$ cat src/inc/ibss_map.vh
// Behaviour
// - Inhibit strap sampled 1 skips EEPROM register loading; 0 enables loading.
// - Inhibit strap sampled within 10 clocks after reset release, ignored later.
// - Inhibit strap never affects slave answering on the two-wire bus.
// - Offset-width strap high selects multi-byte offsets; low selects single byte.
// - Offset-width strap sampled within 10 clocks after reset, later changes ignored.
// - Slave-address straps form bits 1 and 0 of own 7-bit address.
// - Software may replace strap-derived low bits of own slave address.
// - EEPROM select asserted: slave-address straps form EEPROM address low bits.
// - EEPROM select deasserted: EEPROM address low bits are 00.
// - Software may overwrite EEPROM address low bits after reset.
`ifndef IBSS_MAP_VH
`define IBSS_MAP_VH
`define IBSS_SAMPLE_CYCLES 4'hA
`define IBSS_CNT_W 4
`define IBSS_LOW_W 2
`define IBSS_LOW_RST 2'h0
`define IBSS_EE_DEFAULT 2'h0
`define IBSS_SLV_HI_RST 5'h00
`define IBSS_EE_HI_RST 5'h00
`define IBSS_STRAP_W 5
`define IBSS_POS_INHIBIT 0
`define IBSS_POS_MULTI 1
`define IBSS_POS_SA_LO 2
`define IBSS_POS_SA_HI 3
`define IBSS_POS_SEL 4
`endif

$ cat src/rtl/ibss_sync2.v
`timescale 1ns/10ps
module ibss_sync2 #(
  parameter W = 5
) (
  input wire i_mclk,
  input wire i_rstn,
  input wire i_ce,
  input wire [W-1:0] i_d,
  output wire [W-1:0] o_q
);
  reg [W-1:0] meta_ff;
  reg [W-1:0] sync_ff;
  always @(posedge i_mclk or negedge i_rstn) begin
    if (!i_rstn) begin
      meta_ff <= {W{1'b0}};
      sync_ff <= {W{1'b0}};
    end else if (i_ce) begin
      meta_ff <= i_d;
      sync_ff <= meta_ff;
    end
  end
  assign o_q = sync_ff;
endmodule

$ cat src/rtl/ibss_top.v
`timescale 1ns/10ps
`include "ibss_map.vh"
module ibss_top (
  input wire i_mclk,
  input wire i_rstn,
  input wire i_ce,
  input wire i_load_inhibit,
  input wire i_multibyte_offset_select,
  input wire [1:0] i_slave_addr_low_straps,
  input wire i_eeprom_addr_select,
  input wire [4:0] i_slave_addr_high,
  input wire [4:0] i_eeprom_addr_high,
  input wire i_slave_low_wr,
  input wire [1:0] i_slave_low_wdata,
  input wire i_eeprom_low_wr,
  input wire [1:0] i_eeprom_low_wdata,
  input wire i_slave_enable,
  output wire o_straps_done,
  output wire o_boot_load_en,
  output wire o_multibyte_offset,
  output wire [6:0] o_slave_addr,
  output wire [6:0] o_eeprom_addr,
  output wire o_slave_accessible
);
  // Window states
  localparam [1:0] ST_COUNT = 2'h0;
  localparam [1:0] ST_HELD = 2'h1;

  // Strap buses and decoded fields
  wire [`IBSS_STRAP_W-1:0] strap_pins;
  wire [`IBSS_STRAP_W-1:0] strap_sync;
  wire s_inhibit;
  wire s_multi;
  wire [1:0] s_sa;
  wire s_sel;
  wire sample_now;
  wire slave_wr_ok;
  wire eeprom_wr_ok;

  // Window control
  reg [1:0] st_ff;
  reg [1:0] nxt_st;
  reg [3:0] cnt_ff;
  reg [3:0] nxt_cnt;
  reg done_ff;
  reg nxt_done;

  // Held strap fields
  reg boot_en_ff;
  reg nxt_boot_en;
  reg multi_ff;
  reg nxt_multi;
  reg [1:0] slave_low_ff;
  reg [1:0] nxt_slave_low;
  reg [1:0] ee_low_ff;
  reg [1:0] nxt_ee_low;

  // Address output registers
  reg [6:0] slave_addr_ff;
  reg [6:0] nxt_slave_addr;
  reg [6:0] eeprom_addr_ff;
  reg [6:0] nxt_eeprom_addr;

  // Boot EEPROM low bits from the straps
  function [1:0] ibss_ee_low;
    input sel;
    input [1:0] sa;
    begin
      if (sel) begin
        ibss_ee_low = sa;
      end else begin
        ibss_ee_low = `IBSS_EE_DEFAULT;
      end
    end
  endfunction

  // Software write replaces a held field
  function [1:0] ibss_wr_pick;
    input wr;
    input [1:0] wdata;
    input [1:0] cur;
    begin
      if (wr) begin
        ibss_wr_pick = wdata;
      end else begin
        ibss_wr_pick = cur;
      end
    end
  endfunction

  // Strap pins gathered into one bus
  assign strap_pins[`IBSS_POS_INHIBIT] = i_load_inhibit;
  assign strap_pins[`IBSS_POS_MULTI] = i_multibyte_offset_select;
  assign strap_pins[`IBSS_POS_SA_HI:`IBSS_POS_SA_LO] =
    i_slave_addr_low_straps;
  assign strap_pins[`IBSS_POS_SEL] = i_eeprom_addr_select;

  // Straps are pins: two flops before use
  ibss_sync2 #(
    .W(`IBSS_STRAP_W)
  ) ibss_sync2_inst (
    .i_mclk(i_mclk),
    .i_rstn(i_rstn),
    .i_ce(i_ce),
    .i_d(strap_pins),
    .o_q(strap_sync)
  );

  assign s_inhibit = strap_sync[`IBSS_POS_INHIBIT];
  assign s_multi = strap_sync[`IBSS_POS_MULTI];
  assign s_sa = strap_sync[`IBSS_POS_SA_HI:`IBSS_POS_SA_LO];
  assign s_sel = strap_sync[`IBSS_POS_SEL];

  // Last cycle of the window latches the straps
  assign sample_now = (st_ff == ST_COUNT) &&
    (cnt_ff == (`IBSS_SAMPLE_CYCLES - 4'h1));
  // Writes count only once the straps are held
  assign slave_wr_ok = done_ff && i_slave_low_wr;
  assign eeprom_wr_ok = done_ff && i_eeprom_low_wr;

  // Window state: counting, then held until reset
  always @* begin
    nxt_st = st_ff;
    case (st_ff)
      ST_COUNT: begin
        if (sample_now) begin
          nxt_st = ST_HELD;
        end
      end
      ST_HELD: begin
        nxt_st = ST_HELD;
      end
      default: begin
        nxt_st = ST_COUNT;
      end
    endcase
  end

  // Counts enabled clocks after reset release
  always @* begin
    nxt_cnt = cnt_ff;
    case (st_ff)
      ST_COUNT: begin
        nxt_cnt = cnt_ff + 4'h1;
      end
      default: begin
        nxt_cnt = cnt_ff;
      end
    endcase
  end

  // Done rises once and holds until reset
  always @* begin
    nxt_done = done_ff;
    case (st_ff)
      ST_COUNT: begin
        nxt_done = sample_now;
      end
      ST_HELD: begin
        nxt_done = 1'b1;
      end
      default: begin
        nxt_done = done_ff;
      end
    endcase
  end

  // Load enable is the inverse of the inhibit strap
  always @* begin
    nxt_boot_en = boot_en_ff;
    case (st_ff)
      ST_COUNT: begin
        if (sample_now) begin
          nxt_boot_en = !s_inhibit;
        end
      end
      default: begin
        nxt_boot_en = boot_en_ff;
      end
    endcase
  end

  // Offset width taken once, later changes ignored
  always @* begin
    nxt_multi = multi_ff;
    case (st_ff)
      ST_COUNT: begin
        if (sample_now) begin
          nxt_multi = s_multi;
        end
      end
      default: begin
        nxt_multi = multi_ff;
      end
    endcase
  end

  // Own address low bits: strap, then software
  always @* begin
    nxt_slave_low = slave_low_ff;
    if (sample_now) begin
      nxt_slave_low = s_sa;
    end else begin
      nxt_slave_low = ibss_wr_pick(slave_wr_ok, i_slave_low_wdata,
        slave_low_ff);
    end
  end

  // EEPROM address low bits: strap select, then software
  always @* begin
    nxt_ee_low = ee_low_ff;
    if (sample_now) begin
      nxt_ee_low = ibss_ee_low(s_sel, s_sa);
    end else begin
      nxt_ee_low = ibss_wr_pick(eeprom_wr_ok, i_eeprom_low_wdata,
        ee_low_ff);
    end
  end

  // Full addresses registered with the new low bits
  always @* begin
    nxt_slave_addr = {i_slave_addr_high, nxt_slave_low};
    nxt_eeprom_addr = {i_eeprom_addr_high, nxt_ee_low};
  end

  // State register
  always @(posedge i_mclk or negedge i_rstn) begin
    if (!i_rstn) begin
      st_ff <= ST_COUNT;
    end else if (i_ce) begin
      st_ff <= nxt_st;
    end
  end

  // Window counter
  always @(posedge i_mclk or negedge i_rstn) begin
    if (!i_rstn) begin
      cnt_ff <= 4'h0;
    end else if (i_ce) begin
      cnt_ff <= nxt_cnt;
    end
  end

  // Sampling finished flag
  always @(posedge i_mclk or negedge i_rstn) begin
    if (!i_rstn) begin
      done_ff <= 1'b0;
    end else if (i_ce) begin
      done_ff <= nxt_done;
    end
  end

  // Boot load enable
  always @(posedge i_mclk or negedge i_rstn) begin
    if (!i_rstn) begin
      boot_en_ff <= 1'b0;
    end else if (i_ce) begin
      boot_en_ff <= nxt_boot_en;
    end
  end

  // Offset width select
  always @(posedge i_mclk or negedge i_rstn) begin
    if (!i_rstn) begin
      multi_ff <= 1'b0;
    end else if (i_ce) begin
      multi_ff <= nxt_multi;
    end
  end

  // Own address low bits
  always @(posedge i_mclk or negedge i_rstn) begin
    if (!i_rstn) begin
      slave_low_ff <= `IBSS_LOW_RST;
    end else if (i_ce) begin
      slave_low_ff <= nxt_slave_low;
    end
  end

  // EEPROM address low bits
  always @(posedge i_mclk or negedge i_rstn) begin
    if (!i_rstn) begin
      ee_low_ff <= `IBSS_LOW_RST;
    end else if (i_ce) begin
      ee_low_ff <= nxt_ee_low;
    end
  end

  // Own address output
  always @(posedge i_mclk or negedge i_rstn) begin
    if (!i_rstn) begin
      slave_addr_ff <= {`IBSS_SLV_HI_RST, `IBSS_LOW_RST};
    end else if (i_ce) begin
      slave_addr_ff <= nxt_slave_addr;
    end
  end

  // EEPROM address output
  always @(posedge i_mclk or negedge i_rstn) begin
    if (!i_rstn) begin
      eeprom_addr_ff <= {`IBSS_EE_HI_RST, `IBSS_LOW_RST};
    end else if (i_ce) begin
      eeprom_addr_ff <= nxt_eeprom_addr;
    end
  end

  assign o_straps_done = done_ff;
  assign o_boot_load_en = boot_en_ff;
  assign o_multibyte_offset = multi_ff;
  assign o_slave_addr = slave_addr_ff;
  assign o_eeprom_addr = eeprom_addr_ff;
  // Inhibit strap plays no part here
  assign o_slave_accessible = done_ff && i_slave_enable;
endmodule

$ cat config.mk
export PLATFORM = sky130hd
export DESIGN_NAME = ibss_top
export DESIGN_NICKNAME = d
export VERILOG_FILES = /design/src/rtl/ibss_sync2.v /design/src/rtl/ibss_top.v
export VERILOG_INCLUDE_DIRS = /design/src /design/src/inc
export SDC_FILE = /design/constraint.sdc
export NUM_CORES = 1
export LEC_CHECK = 0
export ABC_CLOCK_PERIOD_IN_PS = 1900
export BUFFER_PORTS_ARGS = -buffer_cell sky130_fd_sc_hd__clkbuf_2
export CORE_UTILIZATION = 49
export DETAILED_ROUTE_END_ITERATION = 8
export GPL_TIMING_DRIVEN = 0
export PLACE_DENSITY = 0.86
export SYNTH_ARGS = -nofsm -noshare
export SYNTH_HDL_FRONTEND = slang
export SYNTH_SLANG_ARGS = --single-unit
export TNS_END_PERCENT = 30
$ cat constraint.sdc
create_clock -name i_mclk -period 1.9 [get_ports i_mclk]
set_input_delay 0.285 -clock i_mclk [delete_from_list [all_inputs] [get_ports i_mclk]]
set_output_delay 0.285 -clock i_mclk [all_outputs]
set_load 0.01 [all_outputs]
# Word-level counts from Yosys, hierarchy flattened
# Index checks and enable logic that the tools add are counted.
dict set report totals {
  ff_bits 37
  latch_bits 0
  mem_bits_rw 0
  rom_bits 0
  inputBits 25
  output_inout_bits 18
  elab_cells 34
  mem_count 0
}
dict set report op_classes {
  add_sub_neg 1
  n_mul 0
  div 0
  n_lt_le_gt_ge 0
  n_eq_ne 3
  n_shift 0
  muxes 8
  n_bitwise 0
  n_reduce_logical 11
}
# cell n
set ops {}
lappend ops {{two-way mux 2 bit} 6}
lappend ops {{AND reduction 2 bit} 3}
lappend ops {{adder 4 x 1 -> 4 bit, second input constant} 1}
lappend ops {{== test 4 bit, second input constant} 1}
lappend ops {{logical AND 1 bit} 4}
lappend ops {{case mux 2 bit (2 select lines)} 1}
lappend ops {{AND reduction 3 bit} 1}
lappend ops {{== test 2 x 1 -> 1 bit, second input constant} 1}
lappend ops {{logical NOT 2 bit} 1}
lappend ops {{inequality test 2 bit, second input constant} 1}
lappend ops {{case mux 1 bit (2 select lines)} 1}
lappend ops {{nonzero test 2 bit} 1}
lappend ops {{logical NOT 1 bit} 1}

# Logic depth before layout (Yosys ltp)
dict set report logic_depth {
  word_depth 4
  ltp_mapped 6
}

# Modules after synthesis
# A second synthesis with hierarchy kept.
dict set report hier_totals {
  hier_cells 104
  hier_area_um2 1395.1
}
# mod instances cells_per_inst area_each_um2 seq_area_each_um2
set modules_own_cells {}
lappend modules_own_cells {ibss_top 1 83 983.4 550.5}
lappend modules_own_cells {ibss_sync2 1 21 411.6 250.2}

# Worst setup path before layout
# No wires, ideal clock.
dict set report synth_timing {
  path_type {reg2reg}
  from {reg cnt_ff[1]}
  to {reg ee_low_ff[0]}
  t_arrival_ns 1.295
  required_ns 1.774
  path_slack_ns 0.480
  stages_incl_launch_ff 7
  n_path_buf 1
  path_cell_list {dfrtp_1 -> inv_1 -> ha_1 -> nor4bb_1 -> buf_6 -> a2bb2oi_1 -> nand3_1}
}
dict set report synth_between {
  elab_chain_cells 3
}
# item line
set synth_rtl {}
lappend synth_rtl {{start, declared} ibss_top.v:43} ;# reg [3:0] cnt_ff;
lappend synth_rtl {{start signal, assigned} ibss_top.v:240} ;# cnt_ff <= nxt_cnt;
lappend synth_rtl {{== test 4 bit} ibss_top.v:116} ;# (cnt_ff == (`IBSS_SAMPLE_CYCLES - 4'h1));
lappend synth_rtl {{logical AND 1 bit} ibss_top.v:115} ;# assign sample_now = (st_ff == ST_COUNT) &&
lappend synth_rtl {{two-way mux 2 bit} ibss_top.v:212} ;# if (sample_now) begin
lappend synth_rtl {{end signal, assigned} ibss_top.v:283} ;# ee_low_ff <= `IBSS_LOW_RST;
lappend synth_rtl {{end signal, assigned} ibss_top.v:285} ;# ee_low_ff <= nxt_ee_low;
lappend synth_rtl {{end, declared} ibss_top.v:55} ;# reg [1:0] ee_low_ff;
# Every way passes these cells.
# A chain may end at the register's enable or synchronous reset.

# Worst setup path in the final report
# Ends and elaborated chain as after synthesis.

==> metrics.cfg <==
[floorplanning]
die_area_sq_um = 2990
core-area_sq_um = 2545
initial_core_util_pct = 53.44
rows = 18
ios = 43
die_y_um = 54.69
die_w_um = 54.69

[yosys]
syn-num-nets = 130
synth_seq_cells = 32
synth_top_area_share_pct = 58.88
synth_compound_area_share_pct = 4.140
synth.avg_cell_area_sq_um = 13.20
post_synth_and_or_nand_nor_area_fraction_pct = 12.70
synthCells = 103
synth_mux_area_share_pct = 17.39
synth_top_area_cell = dfrtp_1
yosysWarnings = 0
synth_fa_ha_area_share_pct = 1.840
yosys-top-cells-area = dfrtp_1, mux2_2, nand3_1, nand4_1, a2bb2oi_1
synth_cell_types = 25
yosysSeqAreaShare_pct = 58.88
synth.cell_area_sq_um = 1360
synth_top_family_by_area = multiplexers
synth_xor_area_share_pct = 1.932

[detailed_routing]
drc_errors = 0
ant_nets = 0
drt_wl_total_um = 2374
first_pass_iters = 4
first_iter_violations = 10
vias = 998
wl_per_cell_um = 12.97
vias_per_cell = 5.454

[critical_path]
critPathSlowestCell = dfrtp_1
required_ps = 2110
cp_num_buf_inv = 2
cp_data_arrival_time_ps = 1750
cp_slowest_stage_delay_ps = 420
critical_path_peak_fanout = 8
path_class = reg -> reg
cp-start-kind = flip-flop
path_delay_family = simple AND/OR/NAND/NOR gates
crit_chain = inv_1, ha_1, nor4bb_1, buf_6, a2bb2oi_1, nand3_1
cp-end-kind = flip-flop

[clock_network]
clock-sinks = 32
cts-buffers-inserted = 5
cts_buffer_depth = 2
clk_latency_ps = 330
cts_root_buffer = clkbuf_4
cts_post_setup_buffers_inserted = 0
clkTransAtPathRegs_ps = 90
cts_resized = 0
h-tree-depth = 2
cts_tree = built
hold_buffers = 0

[sta]
fin_crit_ps = 1537
clock.fmax_mhz = 650.7
worst_slew_pin_slew_ps = 753.5
relSlewSlack_pct = 49.77
hold_viol = 0
maxSlewViolCount = 0
setup_viol = 0
skew_ps = 6.280
rsz0062_at_grt = false
timing.hold.ws_ps = 10.91
final.period_utilization_pct = 80.89
finalSetupTns_ps = 0

[pwr]
p_seq_share_pct = 53.0
power.switching_uw = 592.5
power_uw = 1886
pwr_density_cell_nw_per_um2 = 1132
power_frac_comb_pct = 26.0
switching_share_pct = 31.41
peakVddDrop_uv = 793.3
clkPwrFrac_pct = 21.0
p_int_uw = 1294
p_leak_uw = 0.0007900

[global_route]
grt.overflow.total = 0
grt_start_max_net_pins = 33
grt_antenna_before_repair = 0
grt_pass1_vias = 899
grt_pass1_wl_um = 3857
grt_usage_pct = 19.48

[worst_hold_path]
hp-class = in -> async

[place]
placed_area_sq_um = 1608
globalplace.congestion = 0.7499
dp_hpwl_um = 1805
numPortBuffers = 42

[layout]
drive_above_1_share_pct = 47.06
fin_area_sq_um = 1667
fin_nets = 179
area_delta_synth_final_pct = 22.54
diodes = 0

[job]
cap_violations = 0

[outcome]
status = completed

cell usage in the layout, fill, tap and decap left out, types with 3 or more instances in the layout:
cell / n
nand2_1: 6
dfrtp_1: 32
clkbuf_4: 5
nand4_1: 7
mux2_2: 20
xnor2_1: 3
clkbuf_2: 42
a2bb2oi_1: 3
nand3_1: 9
cell usage after synthesis, drive strengths merged:
library cell and instances:
nand2 6, xnor2 3, ha 2, o21ai 2, nor2 2, nand3 9, or3 1, a2bb2oi 3
o21bai 1, nand3b 1, o31ai 1, inv 2, dfrtp 32, nor2b 1, and2 1, nand2b 1
nor4bb 1, mux2 21, nand4 7, nand4bb 1, a21oi 1, buf 4
cell type report:
| type | count | area, sq um |
|---|---|---|
| Multi-Input combinational cell | 65 | 516.7 |
| Timing Repair Buffer | 42 | 210.2 |
| Clock buffer | 8 | 58.81 |
| Fill cell | 198 | 878.3 |
| Tap cell | 30 | 37.54 |
| Sequential cell | 32 | 800.8 |
| Buffer | 4 | 35.03 |
| Inverter | 2 | 7.507 |
per-stage QoR:
stage / cells / utilization, % / worst slack [ps]
after CTS: 183 / 65.49 / 363.9
after global placement: 175 / 63.18 / 398.4
after detailed placement: 175 / 63.18 / 375.4
final: 183 / 65.49 / 363.1
after floorplan: 103 / - / 479.5
after global routing: 183 / 65.49 / 239.7
layer usage:
layer  vias up  track usage (%)  wire length, um
met1       487            22.92             1028
met5         -                0                0
met3         3            9.722              174
li1        470                -                -
met4         0            8.974               31
met2        38            29.52             1140
cells by family after synthesis:
logic type | count (synthesis)
simple gates | 31
flops | 32
buf+inv | 6
fa+ha+maj | 2
xor+xnor | 3
compound gates | 8
mux | 21
power by group through the flow:
| stage | logic, uW | clock network, uW | registers, uW |
|---|---|---|---|
| 2_1_floorplan | 273 | 0 | 1030 |
| 3_3_place_gp | 480 | 0 | 1000 |
| 3_5_place_dp | 497 | 0 | 1010 |
| 4_1_cts | 499 | 417 | 1000 |
| 5_1_grt | 562 | 450 | 1030 |
| 6_report | 491 | 396 | 999 |
worst reg2reg max path, stage by stage, from the launching register on:
cell       delay, ps
dfrtp_1          420
inv_1             70
ha_1             170
nor4bb_1         340
buf_6            170
a2bb2oi_1        150
nand3_1          100
flip-flops by register name, summed over array words and instances, names as in the netlist:
register / flops
ibss_sync2_inst.meta_ff: 5
o_straps_done: 1
cnt_ff: 4
o_multibyte_offset: 1
o_boot_load_en: 1
o_eeprom_addr: 6
st_ff: 1
o_slave_addr: 7
ee_low_ff: 1
ibss_sync2_inst.o_q: 5
final timing paths:
check	from	to	slack (ps)	cells after the start
max	cnt_ff[1]	ee_low_ff[0]	360	6
min	i_rstn	cnt_ff[1]	10	1
max reg2reg	cnt_ff[1]	ee_low_ff[0]	360	6
min reg2reg	ibss_sync2_inst.o_q[0]	o_boot_load_en	460	1
max in group asynchronous	i_rstn	ibss_sync2_inst.meta_ff[3]	1410	1
min in group i_mclk	i_eeprom_addr_high[2]	o_eeprom_addr[4]	190	2
Note: power is estimated with default switching activity, not from simulation.
